**config.mk**
```make
export PLATFORM = sky130hd
export DESIGN_NAME = pss_supervisor
export DESIGN_NICKNAME = d
export VERILOG_FILES = /design/src/logic/pss_pkg.sv /design/src/logic/pss_qual_if.sv /design/src/logic/pss_qual_timer.sv /design/src/logic/pss_supervisor.sv
export SDC_FILE = /design/constraint.sdc
export NUM_CORES = 1
export LEC_CHECK = 0
export BUFFER_PORTS_ARGS = -buffer_cell sky130_fd_sc_hd__buf_4
export CAP_MARGIN = 20
export CORE_MARGIN = 3
export CORE_UTILIZATION = 30
export DETAILED_ROUTE_END_ITERATION = 6
export GPL_TIMING_DRIVEN = 0
export PLACE_DENSITY_LB_ADDON = 0.08
export SLEW_MARGIN = 10
export SYNTH_ARGS = -nofsm -noshare
export SYNTH_HDL_FRONTEND = slang
export SYNTH_HIERARCHICAL = 1
export SYNTH_SLANG_ARGS = --single-unit
```
**constraint.sdc**
```tcl
create_clock -name clk_i -period 3.3 [get_ports clk_i]
set_input_delay 0.165 -clock clk_i [delete_from_list [all_inputs] [get_ports clk_i]]
set_output_delay 0.165 -clock clk_i [all_outputs]
set_load 0.05 [all_outputs]
```
**src/logic/pss_pkg.sv**
```systemverilog
// Constants and types shared by the supply supervisor design
package pss_pkg;
   // ------------------------------------------------------------------
   // Time base
   // ------------------------------------------------------------------
   localparam int CLK_HZ = 20_000_000;
   localparam int CYC_PER_US = CLK_HZ / 1_000_000;
   localparam int CYC_PER_MS = CLK_HZ / 1_000;
   localparam int QW = 24;

   // ------------------------------------------------------------------
   // Qualification and delay times, in their own units
   // ------------------------------------------------------------------
   localparam int T_OVP_US = 50;
   localparam int T_ACF_US = 200;
   localparam int T_UVP_MS_X10 = 24;
   localparam int T_OPP_MS = 7;
   localparam int T_NVP_MS = 7;
   localparam int T_PG_MS = 300;
   localparam int T_PSOFF_MS = 2;
   localparam int PWM_HZ = 65_000;
   localparam int DUTY_MAX_PCT = 93;
   localparam int DUTY_MIN_PCT = 85;

   // ------------------------------------------------------------------
   // Derived cycle counts
   // ------------------------------------------------------------------
   localparam int OVP_CYC = T_OVP_US * CYC_PER_US;
   localparam int ACF_CYC = T_ACF_US * CYC_PER_US;
   localparam int UVP_CYC = T_UVP_MS_X10 * CYC_PER_MS / 10;
   localparam int OPP_CYC = T_OPP_MS * CYC_PER_MS;
   localparam int NVP_CYC = T_NVP_MS * CYC_PER_MS;
   localparam int PG_CYC = T_PG_MS * CYC_PER_MS;
   localparam int PSOFF_CYC = T_PSOFF_MS * CYC_PER_MS;
   localparam int PWM_PER = CLK_HZ / PWM_HZ;
   localparam int PWM_MAX_ON = PWM_PER * DUTY_MAX_PCT / 100;
   localparam logic [8:0] PWM_LAST = 9'(PWM_PER - 1);
   localparam logic [8:0] PWM_ON_LAST = 9'(PWM_MAX_ON - 1);

   // ------------------------------------------------------------------
   // Qualification channels
   // ------------------------------------------------------------------
   localparam int CH_ACF = 0;
   localparam int CH_OPP = 1;
   localparam int CH_NVP = 2;
   localparam int CH_OVP = 3;
   localparam int CH_UVP = 6;
   localparam int NCH = 9;

   // ------------------------------------------------------------------
   // Synchronised input vector layout
   // ------------------------------------------------------------------
   localparam int IN_GOOD = 0;
   localparam int IN_UVP = 3;
   localparam int IN_OVP = 6;
   localparam int IN_NVP = 9;
   localparam int IN_OPP = 10;
   localparam int IN_ACF = 11;
   localparam int IN_REQ_OFF = 12;
   localparam int IN_STOP = 13;
   localparam int IN_VCC_OV = 14;
   localparam int IN_W = 15;
   localparam logic [14:0] IN_RST = 15'h1000;

   // ------------------------------------------------------------------
   // Sequencer states
   // ------------------------------------------------------------------
   typedef enum logic [5:0] {
      ST_OFF   = 6'h01,
      ST_RAMP  = 6'h02,
      ST_GOOD  = 6'h04,
      ST_LOCK  = 6'h08,
      ST_PSOFF = 6'h10,
      ST_FAULT = 6'h20
   } pss_state_t;
endpackage : pss_pkg

```
**src/logic/pss_qual_if.sv**
```systemverilog
// Link between the sequencer and one fault qualification timer
`timescale 1ns/1ps
interface pss_qual_if (
   input wire logic clk,
   input wire logic rst_n
);
   logic flag;
   logic arm;
   logic hit;
   modport timer (input clk, input rst_n, input flag, input arm, output hit);
   modport ctrl (output flag, output arm, input hit);
endinterface : pss_qual_if

```
**src/logic/pss_qual_timer.sv**
```systemverilog
// Fault qualification timer: flags a fault held for a full interval
`timescale 1ns/1ps
module pss_qual_timer #(
   parameter int LIM = 1
) (
   pss_qual_if.timer q
);
   localparam logic [pss_pkg::QW-1:0] LIM_V = pss_pkg::QW'(LIM);

   logic [pss_pkg::QW-1:0] cnt_ff;

   // Count while the flag holds, restart on any drop, saturate at limit
   always_ff @(posedge q.clk or negedge q.rst_n) begin
      if (!q.rst_n) begin
         cnt_ff <= '0;
      end else if (!q.arm || !q.flag) begin
         cnt_ff <= '0;
      end else if (cnt_ff != LIM_V) begin
         cnt_ff <= cnt_ff + 1'b1;
      end
   end

   // Qualified once the interval has run out
   assign q.hit = (cnt_ff == LIM_V);
endmodule : pss_qual_timer

```
**src/logic/pss_supervisor.sv**
```systemverilog
// Supply supervisor: fault qualification, power-good sequencing, PWM drive
`timescale 1ns/1ps
module pss_supervisor #(
   parameter int UVP_CYC = pss_pkg::UVP_CYC,
   parameter int OPP_CYC = pss_pkg::OPP_CYC,
   parameter int NVP_CYC = pss_pkg::NVP_CYC,
   parameter int PG_CYC = pss_pkg::PG_CYC,
   parameter int PSOFF_CYC = pss_pkg::PSOFF_CYC
) (
   input wire logic clk_i,
   input wire logic rst_n_i,
   input wire logic remote_off_req_i,
   input wire logic [2:0] rail_good_i,
   input wire logic [2:0] rail_undervolt_protect_i,
   input wire logic [2:0] rail_overvolt_protect_i,
   input wire logic negative_rail_sense_i,
   input wire logic overload_sum_level_i,
   input wire logic ac_low_i,
   input wire logic pwm_stop_i,
   input wire logic vcc_overvolt_i,
   output logic supply_good_out_o,
   output logic supply_good_oe_o,
   output logic drive_out_a_o,
   output logic drive_out_b_o,
   output logic power_on_o,
   output logic fault_latched_o
);
   localparam logic [pss_pkg::QW-1:0] PG_LAST = pss_pkg::QW'(PG_CYC - 1);
   localparam logic [pss_pkg::QW-1:0] PSOFF_LAST = pss_pkg::QW'(PSOFF_CYC - 1);
   localparam int QLIM [pss_pkg::NCH] = '{pss_pkg::ACF_CYC, OPP_CYC, NVP_CYC,
      pss_pkg::OVP_CYC, pss_pkg::OVP_CYC, pss_pkg::OVP_CYC, UVP_CYC, UVP_CYC, UVP_CYC};

   // ------------------------------------------------------------------
   // Input synchronisers
   // ------------------------------------------------------------------
   logic [pss_pkg::IN_W-1:0] raw_in;
   logic [pss_pkg::IN_W-1:0] sync1_ff;
   logic [pss_pkg::IN_W-1:0] sync2_ff;

   assign raw_in = {vcc_overvolt_i, pwm_stop_i, remote_off_req_i, ac_low_i,
      overload_sum_level_i, negative_rail_sense_i, rail_overvolt_protect_i,
      rail_undervolt_protect_i, rail_good_i};

   // Two flops on every pin
   always_ff @(posedge clk_i or negedge rst_n_i) begin
      if (!rst_n_i) begin
         sync1_ff <= pss_pkg::IN_RST;
         sync2_ff <= pss_pkg::IN_RST;
      end else begin
         sync1_ff <= raw_in;
         sync2_ff <= sync1_ff;
      end
   end

   logic vcc_ov;
   logic req_off;
   logic rails_ok;
   logic stop;
   assign vcc_ov = sync2_ff[pss_pkg::IN_VCC_OV];
   assign req_off = sync2_ff[pss_pkg::IN_REQ_OFF];
   assign rails_ok = &sync2_ff[pss_pkg::IN_GOOD +: 3];
   assign stop = sync2_ff[pss_pkg::IN_STOP];

   // ------------------------------------------------------------------
   // Fault qualification timers
   // ------------------------------------------------------------------
   pss_pkg::pss_state_t state_ff;
   pss_pkg::pss_state_t nxt_state;
   logic power_on_ff;
   logic [pss_pkg::NCH-1:0] flag_v;
   logic [pss_pkg::NCH-1:0] arm_v;
   logic [pss_pkg::NCH-1:0] hit_v;

   assign flag_v = {sync2_ff[pss_pkg::IN_UVP +: 3], sync2_ff[pss_pkg::IN_OVP +: 3],
      sync2_ff[pss_pkg::IN_NVP], sync2_ff[pss_pkg::IN_OPP], sync2_ff[pss_pkg::IN_ACF]};

   // Under-voltage is armed only once the sequencer has left the ramp state
   always_comb begin
      arm_v = {pss_pkg::NCH{power_on_ff && !vcc_ov}};
      if (state_ff == pss_pkg::ST_RAMP) begin
         arm_v[pss_pkg::CH_UVP +: 3] = 3'h0;
      end
   end

   pss_qual_if qif [pss_pkg::NCH] (.clk(clk_i), .rst_n(rst_n_i));

   // One timer per channel, each rail on its own
   generate
      for (genvar g = 0; g < pss_pkg::NCH; g++) begin : g_qual
         assign qif[g].flag = flag_v[g];
         assign qif[g].arm = arm_v[g];
         assign hit_v[g] = qif[g].hit;
         pss_qual_timer #(.LIM(QLIM[g])) u_tmr (.q(qif[g]));
      end
   endgenerate

   logic fault_any;
   logic ac_fail;
   // Qualified faults that lock the outputs off; AC fail only locks power-good low
   assign fault_any = |hit_v[pss_pkg::NCH-1:pss_pkg::CH_OPP];
   assign ac_fail = hit_v[pss_pkg::CH_ACF];

   // ------------------------------------------------------------------
   // Power sequencer
   // ------------------------------------------------------------------
   logic [pss_pkg::QW-1:0] tmr_ff;
   logic [pss_pkg::QW-1:0] nxt_tmr;

   // Next state
   always_comb begin
      nxt_state = state_ff;
      case (state_ff)
         pss_pkg::ST_OFF: begin
            if (!req_off) nxt_state = pss_pkg::ST_RAMP;
         end
         pss_pkg::ST_RAMP: begin
            if (fault_any) nxt_state = pss_pkg::ST_FAULT;
            else if (req_off) nxt_state = pss_pkg::ST_PSOFF;
            else if (rails_ok && tmr_ff == PG_LAST) nxt_state = pss_pkg::ST_GOOD;
         end
         pss_pkg::ST_GOOD: begin
            if (fault_any) nxt_state = pss_pkg::ST_FAULT;
            else if (req_off) nxt_state = pss_pkg::ST_PSOFF;
            else if (!rails_ok || ac_fail) nxt_state = pss_pkg::ST_LOCK;
         end
         pss_pkg::ST_LOCK: begin
            if (fault_any) nxt_state = pss_pkg::ST_FAULT;
            else if (req_off) nxt_state = pss_pkg::ST_PSOFF;
         end
         pss_pkg::ST_PSOFF: begin
            if (fault_any) nxt_state = pss_pkg::ST_FAULT;
            else if (tmr_ff == PSOFF_LAST) nxt_state = pss_pkg::ST_OFF;
         end
         pss_pkg::ST_FAULT: begin
            if (req_off) nxt_state = pss_pkg::ST_OFF;
         end
         default: nxt_state = pss_pkg::ST_OFF;
      endcase
   end

   // Delay counter for power-good rise and shutdown wait
   always_comb begin
      if (nxt_state != state_ff) nxt_tmr = '0;
      else if (state_ff == pss_pkg::ST_RAMP && !rails_ok) nxt_tmr = '0;
      else if (state_ff == pss_pkg::ST_RAMP || state_ff == pss_pkg::ST_PSOFF) begin
         nxt_tmr = tmr_ff + 1'b1;
      end else nxt_tmr = '0;
   end

   // Sequencer state and registered outputs, cleared on supply over-voltage
   always_ff @(posedge clk_i or negedge rst_n_i) begin
      if (!rst_n_i) begin
         state_ff <= pss_pkg::ST_OFF;
         tmr_ff <= '0;
         power_on_ff <= 1'b0;
         supply_good_out_o <= 1'b0;
         supply_good_oe_o <= 1'b1;
         fault_latched_o <= 1'b0;
      end else if (vcc_ov) begin
         state_ff <= pss_pkg::ST_OFF;
         tmr_ff <= '0;
         power_on_ff <= 1'b0;
         supply_good_out_o <= 1'b0;
         supply_good_oe_o <= 1'b1;
         fault_latched_o <= 1'b0;
      end else begin
         state_ff <= nxt_state;
         tmr_ff <= nxt_tmr;
         power_on_ff <= !(nxt_state inside {pss_pkg::ST_OFF, pss_pkg::ST_FAULT});
         supply_good_out_o <= (nxt_state == pss_pkg::ST_GOOD);
         supply_good_oe_o <= (nxt_state != pss_pkg::ST_GOOD);
         fault_latched_o <= (nxt_state == pss_pkg::ST_FAULT);
      end
   end
   assign power_on_o = power_on_ff;

   // ------------------------------------------------------------------
   // PWM stage
   // ------------------------------------------------------------------
   logic [8:0] pwm_cnt_ff;
   logic phase_ff;
   logic on_ff;
   logic nxt_on;
   logic nxt_phase;
   logic wrap;

   assign wrap = (pwm_cnt_ff == pss_pkg::PWM_LAST);
   assign nxt_phase = wrap ? !phase_ff : phase_ff;

   // Pulse starts each period, ends on the comparator or the duty cap
   always_comb begin
      if (wrap) nxt_on = power_on_ff;
      else nxt_on = on_ff && !stop && (pwm_cnt_ff < pss_pkg::PWM_ON_LAST);
   end

   // Period counter and steered drive outputs
   always_ff @(posedge clk_i or negedge rst_n_i) begin
      if (!rst_n_i) begin
         pwm_cnt_ff <= '0;
         phase_ff <= 1'b0;
         on_ff <= 1'b0;
         drive_out_a_o <= 1'b0;
         drive_out_b_o <= 1'b0;
      end else if (vcc_ov || !power_on_ff) begin
         pwm_cnt_ff <= '0;
         phase_ff <= 1'b0;
         on_ff <= 1'b0;
         drive_out_a_o <= 1'b0;
         drive_out_b_o <= 1'b0;
      end else begin
         pwm_cnt_ff <= wrap ? 9'h000 : pwm_cnt_ff + 9'h001;
         phase_ff <= nxt_phase;
         on_ff <= nxt_on;
         drive_out_a_o <= nxt_on && !nxt_phase;
         drive_out_b_o <= nxt_on && nxt_phase;
      end
   end

   // ------------------------------------------------------------------
   // Checks
   // ------------------------------------------------------------------
   logic [8:0] run_a_ff;
   logic [pss_pkg::QW-1:0] good_run_ff;

   // Helper counters: on-time of output A, consecutive good-rail cycles
   always_ff @(posedge clk_i or negedge rst_n_i) begin
      if (!rst_n_i) begin
         run_a_ff <= '0;
         good_run_ff <= '0;
      end else begin
         run_a_ff <= drive_out_a_o ? run_a_ff + 9'h001 : 9'h000;
         good_run_ff <= rails_ok ? good_run_ff + 1'b1 : '0;
      end
   end
endmodule : pss_supervisor

```
==> results.sh, run 1 <==
export IMPL_grt_start_max_net_pins=100
export IMPL_synth_ff_type="dfrtp_1"
export IMPL_viasPerCell=5.067
export IMPL_power_frac_comb=0.025
export IMPL_fillCellCount=5182
export IMPL_min_path_type="primary input to asynchronous set/reset pin"
export IMPL_root_buffer="clkbuf_16"
export IMPL_dp_cells=2272
export IMPL_p_int_uw=6567
export IMPL_r2r_end="tmr_ff[13]"
export IMPL_dr_pass1_iters=4
export IMPL_seq_power_share=0.436
export IMPL_pin_count=23
export IMPL_synth_seq_cells=293
export IMPL_start_util=0.3045
export IMPL_fp_dieH_um=231.9
export IMPL_clk_latency_ns=0.55
export IMPL_portBuffers=22
export IMPL_p_per_area_mw_per_mm2=465.2
export IMPL_pre_cts_ws_ns=0.0009890
export IMPL_drc=0
export IMPL_finalHoldWorstSlack_ns=0.09826
export IMPL_synthesis_area_mm2=0.01531
export IMPL_netlist_instances=1575
export IMPL_cts_setup_buffers=0
export IMPL_min_period_ns=3.059
export IMPL_use_met1=0.2016
export IMPL_finalNonFillerCells=2358
export IMPL_slew_viol_final=0
export IMPL_syn_nets=1613
export IMPL_fp_row_count=82
export IMPL_met3_usage=0.02564
export IMPL_worstMarginPinSlew_ns=0.8959
export IMPL_grtUsageMet2=0.2214
export IMPL_timing_rr_start="g_qual[4].u_tmr/cnt_ff[0]"
export IMPL_nets=1694
export IMPL_p_leak_uw=0.006710
export IMPL_cp_start_kind="flop"
export IMPL_antenna_left=0
export IMPL_numCtsBuffers=38
export IMPL_setup_violations=0
export IMPL_drv_cap=0
export IMPL_antenna_found_initial=0
export IMPL_dieArea_mm2=0.05377
export IMPL_final_common_cell="dfrtp_1"
export IMPL_ir_drop_mv=0.3451
export IMPL_synthArstFlopShare=1.000
export IMPL_dr_total_vias=11950
export IMPL_drive_above_1_share=0.1128
export IMPL_gp_congestion=0.7638
export IMPL_first_iter_violations=671
export IMPL_timing_fmax_ghz=0.3269
export IMPL_crit_path_end_kind="flop"
export IMPL_yosysWarnings=6
export IMPL_grt_pass1_vias=12080
export IMPL_clkSinkCount=293
export IMPL_totalWireLength_um=36580
export IMPL_routedWlPerCell_um=15.51
export IMPL_core_area_mm2=0.05027
export IMPL_grt_pass1_wl_um=63510
export IMPL_cp_data_arrival_time_ns=3.49
export IMPL_p_sw_frac=0.2140
export IMPL_cts_max_level=2
export IMPL_worstPathMaxFanout=10
export IMPL_hpwlAfterDp_um=24380
export IMPL_hold_viol_final=0
export IMPL_path_class="flop to flop"
export IMPL_outcome="completed"
export IMPL_dpl_cell_area_mm2=0.01640
export IMPL_grt_usage=0.1420
export IMPL_cts_tree="done"
export IMPL_final_util=0.3572
export IMPL_ys_types=69
export IMPL_clk_pin_slew_worst_paths_ns=0.06
export IMPL_slew_headroom=0.3982
export IMPL_avgSynthCellArea_um2=9.718
export IMPL_cts_buffer_depth=3
export IMPL_final_cell_area_mm2=0.01796
export IMPL_period_share=0.9270
export IMPL_area_growth_pct=17.34
export IMPL_netSwitchingPower_uw=1787
export IMPL_rsz0062_at_grt="false"
export IMPL_overflow=0
export IMPL_pwr_share_clk=0.540
export IMPL_synth_edff_count=0
export IMPL_fin_skew_ns=0.02019
export IMPL_rr_worst_depth=12
export IMPL_final_cell_mix="dfrtp_1, nor2_1, a21oi_1"
export IMPL_yosysSeqAreaShare=0.4794
export IMPL_die_w_um=231.9
export IMPL_grt_busiest_layer="met2"
export IMPL_r2r_slack_ns=0.24
export IMPL_required_ns=3.73
export IMPL_fin_ws_ns=0.2408
worst max-delay path, stage by stage (launching register included):
cell	delay, ns
dfrtp_1	0.45
inv_1	0.09
ha_1	0.19
nor3b_1	0.14
nand3_1	0.15
nor4_1	0.08
or4_1	0.63
or2_1	0.28
buf_6	0.14
nor4_2	0.28
a21o_2	0.26
buf_6	0.20
nor3_2	0.06
state kept, by name (all words and copies together), names as in the netlist:
signal / cells
g_qual.u_tmr/cnt_ff: 216
tmr_ff: 24
sync1_ff: 15
sync2_ff: 15
pwm_cnt_ff: 9
state_ff: 6
drive_out_a_o: 1
drive_out_b_o: 1
fault_latched_o: 1
on_ff: 1
phase_ff: 1
power_on_o: 1
supply_good_oe_o: 1
supply_good_out_o: 1
cells in the mapped netlist (8+ instances only):
master      n  area, um2
nand2b_1    8      50.05
nor2_1    131      491.7
o31ai_1    40      300.3
clkbuf_1   28      105.1
and3_1     26      162.7
nand4_1    74      462.9
inv_1      55      206.5
and4_1     22      192.7
buf_2       8      40.04
nor3_2     20      200.2
and2_1     16      100.1
a21oi_1   113      565.5
ha_1       21      262.8
or3_1      51      319.1
xor2_1     89      779.5
nand2_1    86      322.8
nor4_1     35      219.0
nor3_1     41      205.2
nand3_1   103      515.5
nand4_2    10      125.1
or3_2       8      60.06
nor4b_1    19      166.4
xnor2_1    36      315.3
buf_6      10      112.6
o211ai_1    8      60.06
dfrtp_1   289       7232
nand3b_1   10      75.07
o21ai_0    59      295.3
or4_1      59      442.9
how the worst max path moves through the flow:
| stage | slack (ns) | to | startpoint | cells after the start |
|---|---|---|---|---|
| floorplan | 0.72 | tmr_ff[12] | g_qual[5].u_tmr/cnt_ff[0] | 12 |
| global placement | -0.96 | g_qual[0].u_tmr/cnt_ff[9] | rst_n_i | 1 |
| detailed placement | 0.001 | tmr_ff[14] | g_qual[1].u_tmr/cnt_ff[14] | 11 |
| CTS | 0.19 | tmr_ff[14] | g_qual[6].u_tmr/cnt_ff[3] | 10 |
| global route | 0.07 | tmr_ff[14] | g_qual[3].u_tmr/cnt_ff[0] | 12 |
| finish | 0.24 | tmr_ff[13] | g_qual[4].u_tmr/cnt_ff[0] | 12 |
timing repair:
item                                    CTS  global route
hold buffers                             16             0
pin swaps                                 0             0
hold endpoints to repair                222             0
endpoints found under the setup margin    4            24
resized for setup                         1             4
layout make-up:
class                           instances  area [um2]  share of cell area
Timing Repair Buffer                   41       415.4             0.02313
Clock buffer                           57        1156             0.06437
Inverter                               55       206.4             0.01150
Sequential cell                       293        7337              0.4085
Buffer                                 57       327.8             0.01825
Antenna cell                            1       2.502           0.0001393
Clock inverter                         12       210.2             0.01170
Multi-Input combinational cell       1170        7463              0.4156
Tap cell                              672       840.8             0.04682
cells by family (layout without fill, tap and decap cells):
logic type	after synthesis	after routing	share of synthesized area
other	0	1	0
AOI/OAI and AO/OA	242	242	0.09180
muxes	9	9	0.006294
adders and majority gates	21	21	0.01717
buffers and inverters	112	222	0.03491
DFF	293	293	0.4794
xor gates and xnor gates	125	125	0.07153
and+or+nand+nor	773	773	0.2989
power groups by stage:
stage	sequential, uW	clock, uW	combinational [uW]
floorplan	3700	0	61.6
finish	3640	4510	205
global route	3640	4840	238
detailed placement	3700	0	201
CTS	3640	4700	217
global placement	3700	0	187
per-stage QoR:
step                      setup TNS (ns)  total power (uW)
final                                  0              8355
after global routing                   0              8714
after CTS                              0              8560
after detailed placement               0              3905
after global placement           -261.31              3892
after floorplan                        0              3762
per-layer routing:
| layer | vias up | part of all wire |
|---|---|---|
| li1 | 5999 | - |
| met1 | 5803 | 0.50 |
| met2 | 94 | 0.45 |
| met3 | 53 | 0.028 |
| met4 | 0 | 0.021 |
| met5 | - | 0 |
(Power assumes the default switching activity.)
==> run 2, diff against run 1 <==
--- a/config.mk
+++ b/config.mk
@@ -9,3 +9,3 @@
 export CAP_MARGIN = 20
-export CORE_MARGIN = 3
+export CORE_MARGIN = 2
 export CORE_UTILIZATION = 30
==> constraint.sdc (replaced) <==
create_clock -name clk_i -period 3.3 [get_ports clk_i]
set_input_delay 0.495 -clock clk_i [delete_from_list [all_inputs] [get_ports clk_i]]
set_output_delay 0.495 -clock clk_i [all_outputs]
set_load 0.05 [all_outputs]
==> run 2 against run 1 <==
Sequential power about the same. Design area down 1.5%. Utilization decreased by 0.52 points. Sequential share of layout area grew 0.61 points. Highest routed layer is now met5. Power shrank 4.7%. Critical path type unchanged. Critical endpoint is now tmr_ff[5]. Die area is 1.7% lower. Largest cell class unchanged. Clock power decreased by 8.4%. Largest power group unchanged. Non-clock buffer count down 12. Clock skew fell by 0.0040 ns. Global-route usage rose by 0.12 points.
==> results.sh, run 2 (synthesis results as in run 1) <==
export IMPL_die_w_um=229.9
export IMPL_overflow=0
export IMPL_dr_pass1_iters=5
export IMPL_area_growth_pct=15.62
export IMPL_first_iter_violations=625
export IMPL_drv_cap=0
export IMPL_portBuffers=22
export IMPL_ir_drop_mv=0.2496
export IMPL_slew_viol_final=0
export IMPL_hold_viol_final=0
export IMPL_pre_cts_ws_ns=0.03674
export IMPL_totalWireLength_um=36730
export IMPL_worstMarginPinSlew_ns=1.020
export IMPL_numCtsBuffers=39
export IMPL_nets=1683
export IMPL_cp_start_kind="flop"
export IMPL_period_share=0.9412
export IMPL_slew_headroom=0.3149
export IMPL_min_period_ns=3.106
export IMPL_p_per_area_mw_per_mm2=450.0
export IMPL_pin_count=23
export IMPL_multiInputGateArea_mm2=0.007467
export IMPL_hpwlAfterDp_um=24510
export IMPL_fin_skew_ns=0.01623
export IMPL_regMostFlops="g_qual.u_tmr/cnt_ff"
export IMPL_grt_pass1_vias=12000
export IMPL_timing_fmax_ghz=0.3220
export IMPL_grt_pass1_wl_um=63060
export IMPL_timing_rr_start="g_qual[4].u_tmr/cnt_ff[0]"
export IMPL_top_regs="g_qual.u_tmr/cnt_ff: 216 flops, tmr_ff: 24 flops"
export IMPL_cts_tree="done"
export IMPL_cts_buffer_depth=3
export IMPL_start_util=0.3045
export IMPL_antenna_found_initial=2
export IMPL_core_area_mm2=0.05027
export IMPL_fillCellCount=5254
export IMPL_gp_congestion=0.7633
export IMPL_largest_reg_flops=216
export IMPL_cts_max_level=2
export IMPL_antenna_left=0
export IMPL_fp_dieH_um=229.9
export IMPL_p_leak_uw=0.006600
export IMPL_worstPathMaxFanout=10
export IMPL_diodes=0
export IMPL_dr_total_vias=11990
export IMPL_final_common_cell="dfrtp_1"
export IMPL_final_cell_mix="dfrtp_1, nor2_1, a21oi_1"
export IMPL_clkSinkCount=293
export IMPL_critPathLaunch="g_qual[4].u_tmr/cnt_ff[0]"
export IMPL_fp_row_count=82
export IMPL_clk_latency_ns=0.55
export IMPL_grt_usage=0.1433
export IMPL_r2r_slack_ns=0.19
export IMPL_min_path_type="primary input to flop"
export IMPL_clk_pin_slew_worst_paths_ns=0.06
export IMPL_drive_above_1_share=0.1124
export IMPL_routedWlPerCell_um=15.67
export IMPL_hold_start="vcc_overvolt_i"
export IMPL_dp_cells=2272
export IMPL_required_ns=3.72
export IMPL_root_buffer="clkbuf_16"
export IMPL_path_class="flop to flop"
export IMPL_finalNonFillerCells=2344
export IMPL_outcome="completed"
export IMPL_viasPerCell=5.113
export IMPL_cp_data_arrival_time_ns=3.53
export IMPL_drc=0
export IMPL_setup_violations=0
export IMPL_fin_ws_ns=0.1942
export IMPL_ff_latch_area_mm2=0.007337
export IMPL_grt_start_max_net_pins=85
export IMPL_dieArea_mm2=0.05284
export IMPL_crit_path_end_kind="flop"
run 2: changes by cell type in the layout (fill, tap and decap cells not counted), sizes merged:
cell         delta
diode           -1
dlygate4sd3    -15
clkbuf          -2
bufinv          -3
inv             +1
buf             +3
clkinv          +3
run 2: layer usage:
layer | wire length (um) | track usage | part of all wire | vias up
met4 | 789 | 0.04052 | 0.021 | 2
li1 | - | - | - | 5964
met3 | 1215 | 0.02765 | 0.033 | 54
met1 | 18370 | 0.2028 | 0.50 | 5850
met5 | 13 | 0 | 0.00035 | -
met2 | 16340 | 0.2224 | 0.44 | 115
run 2: final timing paths:
check | to | cells after the start
min in group asynchronous | g_qual[6].u_tmr/cnt_ff[18] | 2
worst min-delay path | sync1_ff[14] | 1
max in group asynchronous | state_ff[0] | 4
worst max-delay path | tmr_ff[5] | 12
worst min register to register | sync2_ff[6] | 0
worst max register to register | tmr_ff[5] | 12
run 2: repair_timing:
| item | CTS | global route |
|---|---|---|
| endpoints found under the hold margin | 65 | 0 |
| setup endpoints to repair | 0 | 24 |
| buffers inserted | 0 | 3 |
| resized for setup | 0 | 5 |
| hold buffers | 1 | 0 |
run 2: report_power, final:
part	leakage, uW	switching [uW]	total, uW	internal, uW
registers	0.00401	18.2	3640	3620
clock network	0.000612	1610	4130	2520
logic	0.00198	142	191	49.2
run 2: through the flow:
| step | TNS [ns] | utilization | hold slack [ns] | area, um2 | power [uW] |
|---|---|---|---|---|---|
| floorplan | 0 | - | 0.1994 | 15310 | 3762 |
| global placement | -358.39 | 0.3245 | 0.3317 | 16310 | 3892 |
| detailed placement | 0 | 0.3263 | 0.3347 | 16400 | 3905 |
| CTS | 0 | 0.3509 | 0.01140 | 17640 | 8184 |
| global route | -0.00008482 | 0.3520 | 0.02306 | 17700 | 8346 |
| finish | 0 | 0.3520 | 0.05650 | 17700 | 7965 |
run 2: layout make-up:
cell class,count,share of cell area
multi-input cells,1170,0.4219
clock buffers,55,0.06137
plain buffers,57,0.01852
repair buffers,29,0.01626
flip-flops and latches,293,0.4146
inverters,55,0.01167
clock inverters,13,0.008131
well taps,672,0.04751
run 2: critical path, stage by stage (launching register included):
cell,delay [ns]
dfrtp_1,0.46
inv_1,0.09
ha_1,0.20
nor3b_1,0.14
nand3_1,0.16
nor4_1,0.09
or4_1,0.60
or2_1,0.27
buf_6,0.14
nor4_2,0.30
a21o_2,0.27
buf_6,0.20
nor3_2,0.06
==> run 3, diff against run 2 <==
- MAX_ROUTING_LAYER: unset -> met4
==> run 3 against run 2 <==
Hold slack got worse by 0.00055 ns. Sequential share of layout area barely moved. Clock power barely moved. Fmax barely moved. Critical path depth unchanged. Via count is 0.23% lower. Largest power group unchanged.
==> results.sh, run 3 (synthesis results as in run 1) <==
export IMPL_slew_viol_final=0
export IMPL_overflow=0
export IMPL_min_path_type="primary input to flop"
export IMPL_p_sw_frac=0.2226
export IMPL_dr_pass1_iters=5
export IMPL_outcome="completed"
export IMPL_cts_buffer_depth=3
export IMPL_die_w_um=229.9
export IMPL_hold_start="vcc_overvolt_i"
export IMPL_grt_start_max_net_pins=85
export IMPL_top_regs="g_qual.u_tmr/cnt_ff: 216 flops, tmr_ff: 24 flops"
export IMPL_viasPerCell=5.099
export IMPL_core_area_mm2=0.05027
export IMPL_regMostFlops="g_qual.u_tmr/cnt_ff"
export IMPL_required_ns=3.72
export IMPL_grt_usage=0.1475
export IMPL_grt_pass1_wl_um=63060
export IMPL_timing_fmax_ghz=0.3222
export IMPL_drive_above_1_share=0.1124
export IMPL_cts_max_level=2
export IMPL_whs_endpoint="sync1_ff[14]"
export IMPL_clkSinkCount=293
export IMPL_area_growth_pct=15.64
export IMPL_final_cell_mix="dfrtp_1, nor2_1, a21oi_1"
export IMPL_antenna_left=0
export IMPL_drc=0
export IMPL_p_per_area_mw_per_mm2=449.9
export IMPL_p_int_uw=6190
export IMPL_r2r_end="tmr_ff[5]"
export IMPL_slew_headroom=0.3530
export IMPL_setup_violations=0
export IMPL_dr_total_vias=11960
export IMPL_crit_path_end_kind="flop"
export IMPL_numCtsBuffers=39
export IMPL_period_share=0.9405
export IMPL_cp_data_arrival_time_ns=3.53
export IMPL_worstMarginPinSlew_ns=0.9631
export IMPL_cts_tree="done"
export IMPL_power_frac_comb=0.024
export IMPL_nets=1683
export IMPL_whs_path_depth=1
export IMPL_fp_row_count=82
export IMPL_gp_congestion=0.7749
export IMPL_seq_power_share=0.457
export IMPL_root_buffer="clkbuf_16"
export IMPL_pwr_share_clk=0.519
export IMPL_dieArea_mm2=0.05284
export IMPL_final_common_cell="dfrtp_1"
export IMPL_fillCellCount=5253
export IMPL_fin_skew_ns=0.01814
export IMPL_hpwlAfterDp_um=24510
export IMPL_rr_worst_depth=12
export IMPL_min_period_ns=3.104
export IMPL_pre_cts_ws_ns=0.03674
export IMPL_routedWlPerCell_um=15.65
export IMPL_pin_count=23
export IMPL_drv_cap=0
export IMPL_fin_ws_ns=0.1965
export IMPL_r2r_slack_ns=0.20
export IMPL_clk_latency_ns=0.54
export IMPL_portBuffers=22
export IMPL_largest_reg_flops=216
export IMPL_final_util=0.3521
export IMPL_path_class="flop to flop"
export IMPL_timing_rr_start="g_qual[4].u_tmr/cnt_ff[0]"
export IMPL_cp_start_kind="flop"
export IMPL_worstPathMaxFanout=10
export IMPL_netSwitchingPower_uw=1773
export IMPL_start_util=0.3045
export IMPL_clk_pin_slew_worst_paths_ns=0.06
export IMPL_fp_dieH_um=229.9
export IMPL_ir_drop_mv=0.2496
export IMPL_first_iter_violations=667
export IMPL_totalWireLength_um=36710
export IMPL_grt_pass1_vias=12000
export IMPL_rsz0062_at_grt="false"
export IMPL_antenna_found_initial=2
export IMPL_p_leak_uw=0.006600
export IMPL_hold_viol_final=0
==> run 3: cell count changes in the layout (fill, tap and decap cells not counted) <==
cell and change:
diode_2 +1
==> run 3: layout make-up <==
type                            instances  area (um2)  area share
Tap cell                              672       840.8     0.04750
Timing Repair Buffer                   29       287.8     0.01626
Antenna cell                            1       2.502   0.0001414
Clock inverter                         13       143.9    0.008129
Buffer                                 57       327.8     0.01852
Multi-Input combinational cell       1170        7467      0.4219
Sequential cell                       293        7337      0.4145
Clock buffer                           55        1086     0.06136
Inverter                               55       206.4     0.01166
==> run 3: layer usage <==
metal  track usage  routed length (um)  up-vias
met4       0.04052                 749        0
met2        0.2226               16350       97
met1        0.2025               18470     5852
met3       0.02765                1138       52
li1              -                   -     5957
met5             -                   0        -
==> run 3: through the flow <==
stage / power (uW) / cell area [um2] / hold WS (ns) / std cells / TNS, ns
detailed placement: 3905 / 16400 / 0.3347 / 2272 / 0
global route: 8346 / 17700 / 0.02306 / 2345 / 0
floorplan: 3762 / 15310 / 0.1994 / 1575 / 0
CTS: 8184 / 17640 / 0.01140 / 2341 / 0
global placement: 3892 / 16310 / 0.3317 / 2269 / -358.39
finish: 7963 / 17700 / 0.05595 / 2345 / 0
==> run 3: power groups by stage <==
stage               clock network (uW)  registers, uW  logic (uW)
finish                            4130           3640         191
floorplan                            0           3700        61.6
global route                      4480           3640         223
detailed placement                   0           3700         202
CTS                               4340           3640         204
global placement                     0           3700         188
==> run 3: what timing repair did <==
| action | 4_1_cts | 5_1_grt |
|---|---|---|
| gates resized for setup | 0 | 5 |
| endpoints found under the setup margin | 0 | 24 |
| endpoints found under the hold margin | 65 | 0 |
| hold buffers | 1 | 0 |
| setup buffers | 0 | 3 |
==> run 3: worst max path at each step <==
| stage | startpoint | endpoint |
|---|---|---|
| floorplan | g_qual[5].u_tmr/cnt_ff[0] | tmr_ff[12] |
| global placement | rst_n_i | g_qual[0].u_tmr/cnt_ff[8] |
| detailed placement | g_qual[1].u_tmr/cnt_ff[14] | tmr_ff[15] |
| CTS | g_qual[1].u_tmr/cnt_ff[14] | tmr_ff[5] |
| global route | g_qual[2].u_tmr/cnt_ff[14] | tmr_ff[14] |
| finish | g_qual[4].u_tmr/cnt_ff[0] | tmr_ff[5] |
==> run 3: critical path: stages, from the launching register on <==
cell	delay (ns)
dfrtp_1	0.46
inv_1	0.09
ha_1	0.20
nor3b_1	0.14
nand3_1	0.16
nor4_1	0.09
or4_1	0.60
or2_1	0.27
buf_6	0.14
nor4_2	0.30
a21o_2	0.27
buf_6	0.20
nor3_2	0.06
